==> src/fan_slew_map.vh <==
// register map, reset values and timing counts of the fan duty slew block
// assumes a 25 MHz clock and a 32-bit APB master
`ifndef FAN_SLEW_MAP_VH
`define FAN_SLEW_MAP_VH

// register byte offsets
`define OFF_CTRL        12'h000
`define OFF_TARGET      12'h004
`define OFF_RATE        12'h008
`define OFF_LIMIT       12'h00C
`define OFF_STATUS      12'h010

// control fields
`define CTRL_CONV_BIT   0
`define CTRL_AUTO_BIT   1
`define CTRL_INV_BIT    2
`define CTRL_NOSPIN_BIT 3

// reset values
`define CTRL_RST        4'h1
`define TARGET_RST      8'h00
`define RATE_RST        4'h0
`define REMOTE_LIM_RST  8'h6E
`define LOCAL_LIM_RST   8'h50

// duty scale
`define DUTY_FULL       8'hF0
`define DUTY_STEP       8'h02

// timing
`define CLK_HZ          25000000
`define SPINUP_MS       2000
`define RATE_BASE_US    1000

`endif

==> src/fan_pwm_slew.v <==
// fan duty slew limiter, power-up defaults and open-drain pwm pin
// assumes an APB master on clk and a pull-up on the fan pwm wire
//
// Design decisions made here: the address map and the APB register port.
`timescale 1ns/10ps
`include "fan_slew_map.vh"

// What this block does
// - when target differs while running, duty moves gradually at the programmed rate.
// - duty stops at target rounded down to even and never steps past it.
// - reset loads remote alarm limit 110 and local limit 80.
// - reset starts conversions, manual mode, duty zero, inversion cleared.
// - after reset the fan pwm pin stays high.
// - duty 240 is full; larger programmed values clamp to 240.
// - starting from standstill with spin-up enabled, pin forced high for 2 s.
// - with spin-up disabled, duty jumps from zero straight to target.
module fan_pwm_slew #(
   parameter SPINUP_CYCLES = (`CLK_HZ / 1000) * `SPINUP_MS,
   parameter RATE_UNIT     = (`CLK_HZ / 1000000) * `RATE_BASE_US
) (
   // clock and reset
   input  wire        clk,
   input  wire        resetn,
   // apb slave
   input  wire        psel,
   input  wire        penable,
   input  wire        pwrite,
   input  wire [11:0] paddr,
   input  wire [31:0] pwdata,
   output reg  [31:0] prdata,
   output reg         pready,
   output reg         pslverr,
   // fan pwm pin, open drain: only ever pulls low
   input  wire        fan_pwm_pin_in,
   output reg         fan_pwm_pin_out,
   output reg         fan_pwm_pin_oe,
   // state seen by neighbouring logic
   output reg         conv_enable,
   output reg         auto_mode,
   output reg  [7:0]  remote_limit,
   output reg  [7:0]  local_limit,
   output reg  [7:0]  duty_now
);

   localparam ST_IDLE = 2'b00;
   localparam ST_SPIN = 2'b01;
   localparam ST_RUN  = 2'b10;

   reg [3:0]  ctrl_reg;
   reg [7:0]  target_reg;
   reg [3:0]  rate_reg;
   reg [1:0]  state_reg;
   reg [26:0] spin_cnt_reg;
   reg [23:0] rate_cnt_reg;
   reg [7:0]  pwm_cnt_reg;
   reg [7:0]  duty_next;
   reg [31:0] rd_next;
   reg        sel_ok;
   reg        pin_seen_reg;

   wire       wr_en   = psel & penable & pwrite;
   wire       no_spin = ctrl_reg[`CTRL_NOSPIN_BIT];
   wire       invert  = ctrl_reg[`CTRL_INV_BIT];
   // interval grows with rate code: code 0 is one unit, code 15 sixteen units
   wire [23:0] rate_len = RATE_UNIT[23:0] * ({20'h0, rate_reg} + 24'h000001);
   wire       rate_tick = (rate_cnt_reg >= rate_len - 24'h000001);

   // clamped and evened target
   wire [7:0] tgt_clamp = (target_reg > `DUTY_FULL) ? `DUTY_FULL : target_reg;
   wire [7:0] tgt_even  = {tgt_clamp[7:1], 1'b0};

   // apb decode
   always @* begin
      sel_ok  = 1'b1;
      rd_next = 32'h00000000;
      case (paddr)
         `OFF_CTRL:   rd_next = {28'h0, ctrl_reg};
         `OFF_TARGET: rd_next = {24'h0, target_reg};
         `OFF_RATE:   rd_next = {28'h0, rate_reg};
         `OFF_LIMIT:  rd_next = {16'h0, local_limit, remote_limit};
         `OFF_STATUS: rd_next = {21'h0, pin_seen_reg, state_reg, duty_now};
         default:     sel_ok  = 1'b0;
      endcase
   end

   // zero-wait-state slave: pready rises in the first access cycle
   always @(posedge clk or negedge resetn) begin
      if (!resetn) begin
         pready  <= 1'b0;
         pslverr <= 1'b0;
         prdata  <= 32'h00000000;
      end else begin
         pready  <= psel & ~penable;
         pslverr <= psel & ~penable & ~sel_ok;
         prdata  <= (psel & ~penable & ~pwrite) ? rd_next : 32'h00000000;
      end
   end

   // registers; power-up defaults
   always @(posedge clk or negedge resetn) begin
      if (!resetn) begin
         ctrl_reg     <= `CTRL_RST;
         target_reg   <= `TARGET_RST;
         rate_reg     <= `RATE_RST;
         remote_limit <= `REMOTE_LIM_RST;
         local_limit  <= `LOCAL_LIM_RST;
      end else if (wr_en && pready && sel_ok) begin
         case (paddr)
            `OFF_CTRL:   ctrl_reg   <= pwdata[3:0];
            `OFF_TARGET: target_reg <= pwdata[7:0];
            `OFF_RATE:   rate_reg   <= pwdata[3:0];
            `OFF_LIMIT: begin
               remote_limit <= pwdata[7:0];
               local_limit  <= pwdata[15:8];
            end
            default: ;
         endcase
      end
   end

   // next duty value
   always @* begin
      duty_next = duty_now;
      if (duty_now < tgt_even)
         duty_next = duty_now + `DUTY_STEP;
      else if (duty_now > tgt_even)
         duty_next = duty_now - `DUTY_STEP;
   end

   // free-running interval counter; the >= compare lets a shorter interval take hold at once
   always @(posedge clk or negedge resetn) begin
      if (!resetn) begin
         rate_cnt_reg <= 24'h000000;
      end else if (rate_tick) begin
         rate_cnt_reg <= 24'h000000;
      end else begin
         rate_cnt_reg <= rate_cnt_reg + 24'h000001;
      end
   end

   // slew state machine
   always @(posedge clk or negedge resetn) begin
      if (!resetn) begin
         state_reg    <= ST_IDLE;
         duty_now     <= 8'h00;
         spin_cnt_reg <= 27'h0000000;
      end else begin
         case (state_reg)
            ST_IDLE: begin
               duty_now <= 8'h00;
               if (tgt_even != 8'h00) begin
                  if (no_spin) begin
                     duty_now  <= tgt_even;
                     state_reg <= ST_RUN;
                  end else begin
                     spin_cnt_reg <= 27'h0000000;
                     state_reg    <= ST_SPIN;
                  end
               end
            end
            ST_SPIN: begin
               if (spin_cnt_reg == SPINUP_CYCLES[26:0] - 27'h0000001) begin
                  duty_now  <= tgt_even;
                  state_reg <= ST_RUN;
               end else begin
                  spin_cnt_reg <= spin_cnt_reg + 27'h0000001;
               end
            end
            ST_RUN: begin
               // steps of two keep the value even and never overshoot an even target
               if (rate_tick)
                  duty_now <= duty_next;
               if (duty_now == 8'h00 && tgt_even == 8'h00)
                  state_reg <= ST_IDLE;
            end
            default: state_reg <= ST_IDLE;
         endcase
      end
   end

   // pwm period of 240 clocks
   always @(posedge clk or negedge resetn) begin
      if (!resetn) begin
         pwm_cnt_reg <= 8'h00;
      end else if (pwm_cnt_reg == `DUTY_FULL - 8'h01) begin
         pwm_cnt_reg <= 8'h00;
      end else begin
         pwm_cnt_reg <= pwm_cnt_reg + 8'h01;
      end
   end

   // registered copies of the control bits for the conversion and fan-law logic
   always @(posedge clk or negedge resetn) begin
      if (!resetn) begin
         conv_enable <= 1'b1;
         auto_mode   <= 1'b0;
      end else begin
         conv_enable <= ctrl_reg[`CTRL_CONV_BIT];
         auto_mode   <= ctrl_reg[`CTRL_AUTO_BIT];
      end
   end

   // wire level as the pin sees it, read back in the status word
   always @(posedge clk or negedge resetn) begin
      if (!resetn) begin
         pin_seen_reg <= 1'b1;
      end else begin
         pin_seen_reg <= fan_pwm_pin_in;
      end
   end

   // open drain: oe high pulls the wire low, oe low leaves it to the pull-up.
   // with invert clear the active phase pulls low, so duty zero keeps the pin high
   // and a fan behind a low-side transistor runs at full speed until software acts
   always @(posedge clk or negedge resetn) begin
      if (!resetn) begin
         fan_pwm_pin_out <= 1'b0;
         fan_pwm_pin_oe  <= 1'b0;
      end else begin
         fan_pwm_pin_out <= 1'b0;
         if (state_reg == ST_SPIN)
            fan_pwm_pin_oe <= 1'b0;
         else
            fan_pwm_pin_oe <= (pwm_cnt_reg < duty_now) ^ invert;
      end
   end

endmodule

==> config.mk <==
export PLATFORM = sky130hd
export DESIGN_NAME = fan_pwm_slew
export DESIGN_NICKNAME = d
export VERILOG_FILES = /design/src/fan_pwm_slew.v
export VERILOG_INCLUDE_DIRS = /design/src
export SDC_FILE = /design/constraint.sdc
export NUM_CORES = 1
export LEC_CHECK = 0
export BUFFER_PORTS_ARGS = -buffer_cell sky130_fd_sc_hd__buf_2
export CORE_MARGIN = 2
export CORE_UTILIZATION = 38
export CTS_CLUSTER_DIAMETER = 60
export DETAILED_ROUTE_END_ITERATION = 12
export GPL_TIMING_DRIVEN = 0
export SKIP_LAST_GASP = 1
export SYNTH_ARGS = -nofsm -noshare
export SYNTH_HDL_FRONTEND = slang
export SYNTH_SLANG_ARGS = --single-unit
==> constraint.sdc <==
create_clock -name clk -period 11.02 [get_ports clk]
set_input_delay 1.102 -clock clk [delete_from_list [all_inputs] [get_ports clk]]
set_output_delay 1.102 -clock clk [all_outputs]
set_load 0.02 [all_outputs]
==> summary.md <==
| Metric | Value |
|---|---|
| Worst Max-Slew Pin Slew | `~1 ns` |
| Layout Cells excl Fill | `1228` |
| Syn Area/Cell | `a little under 10 um2` |
| Final setup viols | `0` |
| Design Power | `around 1.1 mW` |
| Grt peak-use layer | `met2` |
| Synth Instances | `826` |
| H-Tree Depth | `4` |
| Longest Clk Path Bufs | `2` |
| Crit Path Class | `register to register` |
| Final net count | `~1.1k` |
| Placed insts | `between 1k and 1.5k` |
| Post-synthesis sequential area ratio | `between 30% and 40%` |
| Min Tclk post-route | `about 6.6 ns` |
| Capture point of the worst path | `duty_now[5]` |
| Critical path fanouts, max | `7` |
| Flop2flop setup slack | `around 4.4 ns` |
| CTS tree | `done` |
| Setup Slack @ Placement | `around 4.4 ns` |
| Setup TNS | `0 ns` |
| Async S/R FF share, synth | `100%` |
| I/O Pins | `around 110` |
| Setup bufs post-CTS | `0` |
| Residual DRC | `0` |
| GRT met2 Usage | `28.6%` |
| Fin area | `9530 um2` |
| Via count | `around 6.4k` |
| R2R cell count | `23` |
| Max reg flops | `27` |
| Hold crit path type | `register to register` |
| Drt total wl | `18000 um` |
| Max-Cap Viols | `0` |
| Yosys reg bits | `122` |
| Die height | `roughly 150 um` |
| Vias per Instance | `around 5.2` |
| EDFF count, synth | `0` |
| Die area | `22500 um2` |
| Unrepaired setup endpoints after global routing | `false` |
| Layout Skew | `0.0155 ns` |
| ANT cells | `0` |
| Prevailing post-synth register cell | `dfrtp_1` |
| Commonest non-fill, non-tap cells in the layout | `dfrtp_1 (112), nor2_1 (95), buf_2 (78), ha_1 (78), xor2_1 (48)` |
| Critical path startpoint category | `register` |
| Routability Congestion | `~0.83` |
| Tot GR Track Use | `around 17%` |
| Worst-Skew Late Latency | `around 0.42 ns` |
| Crit. End Element | `register` |
| Crit path DAT | `about 6.9 ns` |
| Largest net degree at the start of global routing | `85` |
| Fmax achieved | `0.152 GHz` |
| CTS resizes | `0` |
| Commonest non-fill, non-tap cell in the layout | `dfrtp_1` |
| Max IR drop VDD | `0.0945 mV` |
| Post-synth cell types | `70` |
| HPWL Detailed | `13700 um` |
| Vias in the first global route | `approximately 6.4k` |
| First-pass GRT wire length | `~31000 um` |
| Clock Root Buffer | `clkbuf_16` |
| RR Endpoint | `duty_now[5]` |
| Initial antenna violation count | `0` |
| Worst Hold Depth | `0` |
| Period utilization | `between 50 and 60%` |
| DR pass1 iterations | `4` |
| Core area | `between 20000 and 25000 um2` |
| GR Util met1 | `23.0%` |
| Power Dens Cells | `114 nW/um2` |
| PortBufs | `77` |
| Clock sinks | `around 120` |
| Synthesis-to-layout area growth | `17.7%` |
| Post-synthesis instance area | `8090 um2` |
| P_leak | `4.75 nW` |
| Final Max Tran Viols | `0` |
| Met3 usage | `roughly 3.4%` |
| Die width | `roughly 150 um` |
| Yosys warns | `0` |
| Reg clk slew, reported paths | `roughly 0.060 ns` |
| Reg2reg start | `rate_reg[0]` |
| Starting density of the core | `38.6%` |
| FP Rows | `between 50 and 60` |
| Gr ovfl total | `0` |
| DP Area | `approximately 9000 um2` |
| TritonCTS buffer count | `17` |
| Share of cells above drive strength 1 | `between 15 and 20%` |
| Final hold vios | `0` |
| CTS Hold Bufs | `0` |
| Crit path launch | `rate_reg[0]` |
| Initial detailed-routing violation count | `approximately 280` |
| Post-route setup slack | `around 4.4 ns` |
| Slew headroom | `between 30% and 40%` |
| Routed len/inst | `approximately 15 um` |
| Critical Path RT | `about 11 ns` |
| Antenna viol nets, final | `0` |
| Status | `finished clean` |
[critical path: stages (launching register included)]
cell       delay (ns)
dfrtp_1          0.49
ha_1             0.31
xor2_1           0.48
ha_1             0.28
xnor2_1          0.08
ha_1             0.17
a21o_1           0.15
ha_1             0.27
ha_1             0.38
and3_4           0.20
a2111oi_4        0.35
xnor2_1          0.17
or2_0            0.26
or3_1            0.37
nor3_2           0.17
nand3b_1         0.23
ha_1             0.37
a21o_1           0.18
a21o_1           0.17
a21oi_1          0.15
o21ai_0          0.13
a21oi_1          0.55
a21oi_4          0.19
mux2_1           0.34
[layer usage]
layer / vias up / share of wire (%)
li1: 3176 / -
met1: 3082 / 48
met2: 80 / 48
met3: 17 / 2.6
met4: 0 / 1.3
met5: - / 0
[cell usage after synthesis, drive strengths merged, types with 4 or more instances]
master | n | area share [%]
nor4b | 4 | 0.66
nand2b | 6 | 0.46
ha | 78 | 12
o21ai | 24 | 1.5
inv | 37 | 1.7
or3 | 10 | 0.77
xor2 | 48 | 5.2
and3 | 24 | 1.9
nand4 | 22 | 1.7
a21o | 16 | 1.5
dfstp | 10 | 3.2
nor4 | 8 | 0.62
dfrtp | 112 | 35
a222oi | 4 | 0.49
xnor2 | 35 | 3.8
clkbuf | 11 | 0.51
mux2 | 36 | 5.0
buf | 22 | 1.9
o22ai | 4 | 0.31
and2 | 7 | 0.54
nor3 | 23 | 1.7
nor2 | 95 | 4.4
mux2i | 10 | 1.4
a21oi | 30 | 2.0
a211oi | 5 | 0.46
and4 | 4 | 0.43
nand2 | 40 | 1.9
a221oi | 5 | 0.54
nand3 | 37 | 2.3
a22oi | 7 | 0.65
[report_power, final]
group,switching (mW),leakage (nW),total [mW],internal [mW]
combinational,0.0385,2.81,0.0648,0.0263
clock,0.230,0.295,0.572,0.342
sequential,0.00188,1.64,0.452,0.450
total,0.270,4.75,1.09,0.819
[final cells by class]
class                   instances  area [um2]
fillers                      2036       11400
multi-input cells             651        4760
flip-flops and latches        122        3070
clock buffers                  17         425
repair buffers                 78         419
well taps                     275         344
plain buffers                  33         194
clock inverters                15         180
inverters                      37         139
[worst min path at each step]
stage | start | endpoint | slack (ns)
6_report | ctrl_reg[0] | conv_enable | 0.38
5_1_grt | ctrl_reg[0] | conv_enable | 0.39
4_1_cts | ctrl_reg[0] | conv_enable | 0.38
3_5_place_dp | ctrl_reg[0] | conv_enable | 0.38
3_3_place_gp | ctrl_reg[0] | conv_enable | 0.38
2_1_floorplan | ctrl_reg[0] | conv_enable | 0.36
[logic make-up (layout without fill, tap and decap cells)]
kind of cell / count (synthesis) / in the layout / share of synthesized area (%)
adder cells (fa/ha/maj): 80 / 80 / 12.6
flip-flops: 122 / 122 / 37.9
AND/OR/NAND/NOR: 294 / 294 / 18.7
AO/OA/AOI/OAI: 130 / 130 / 11.4
multiplexers: 46 / 46 / 6.40
other: 1 / 18 / 0.0463
XOR/XNOR: 83 / 83 / 8.98
buffers and inverters: 70 / 180 / 4.11
[per-stage QoR]
| step | hold slack, ns | utilization [%] |
|---|---|---|
| global route | 0.387 | 45.5 |
| CTS | 0.379 | 45.5 |
| detailed placement | 0.375 | 42.6 |
| global placement | 0.376 | 42.4 |
| finish | 0.379 | 45.5 |
| floorplan | 0.358 | - |
Power figures use the tool's default switching activity.
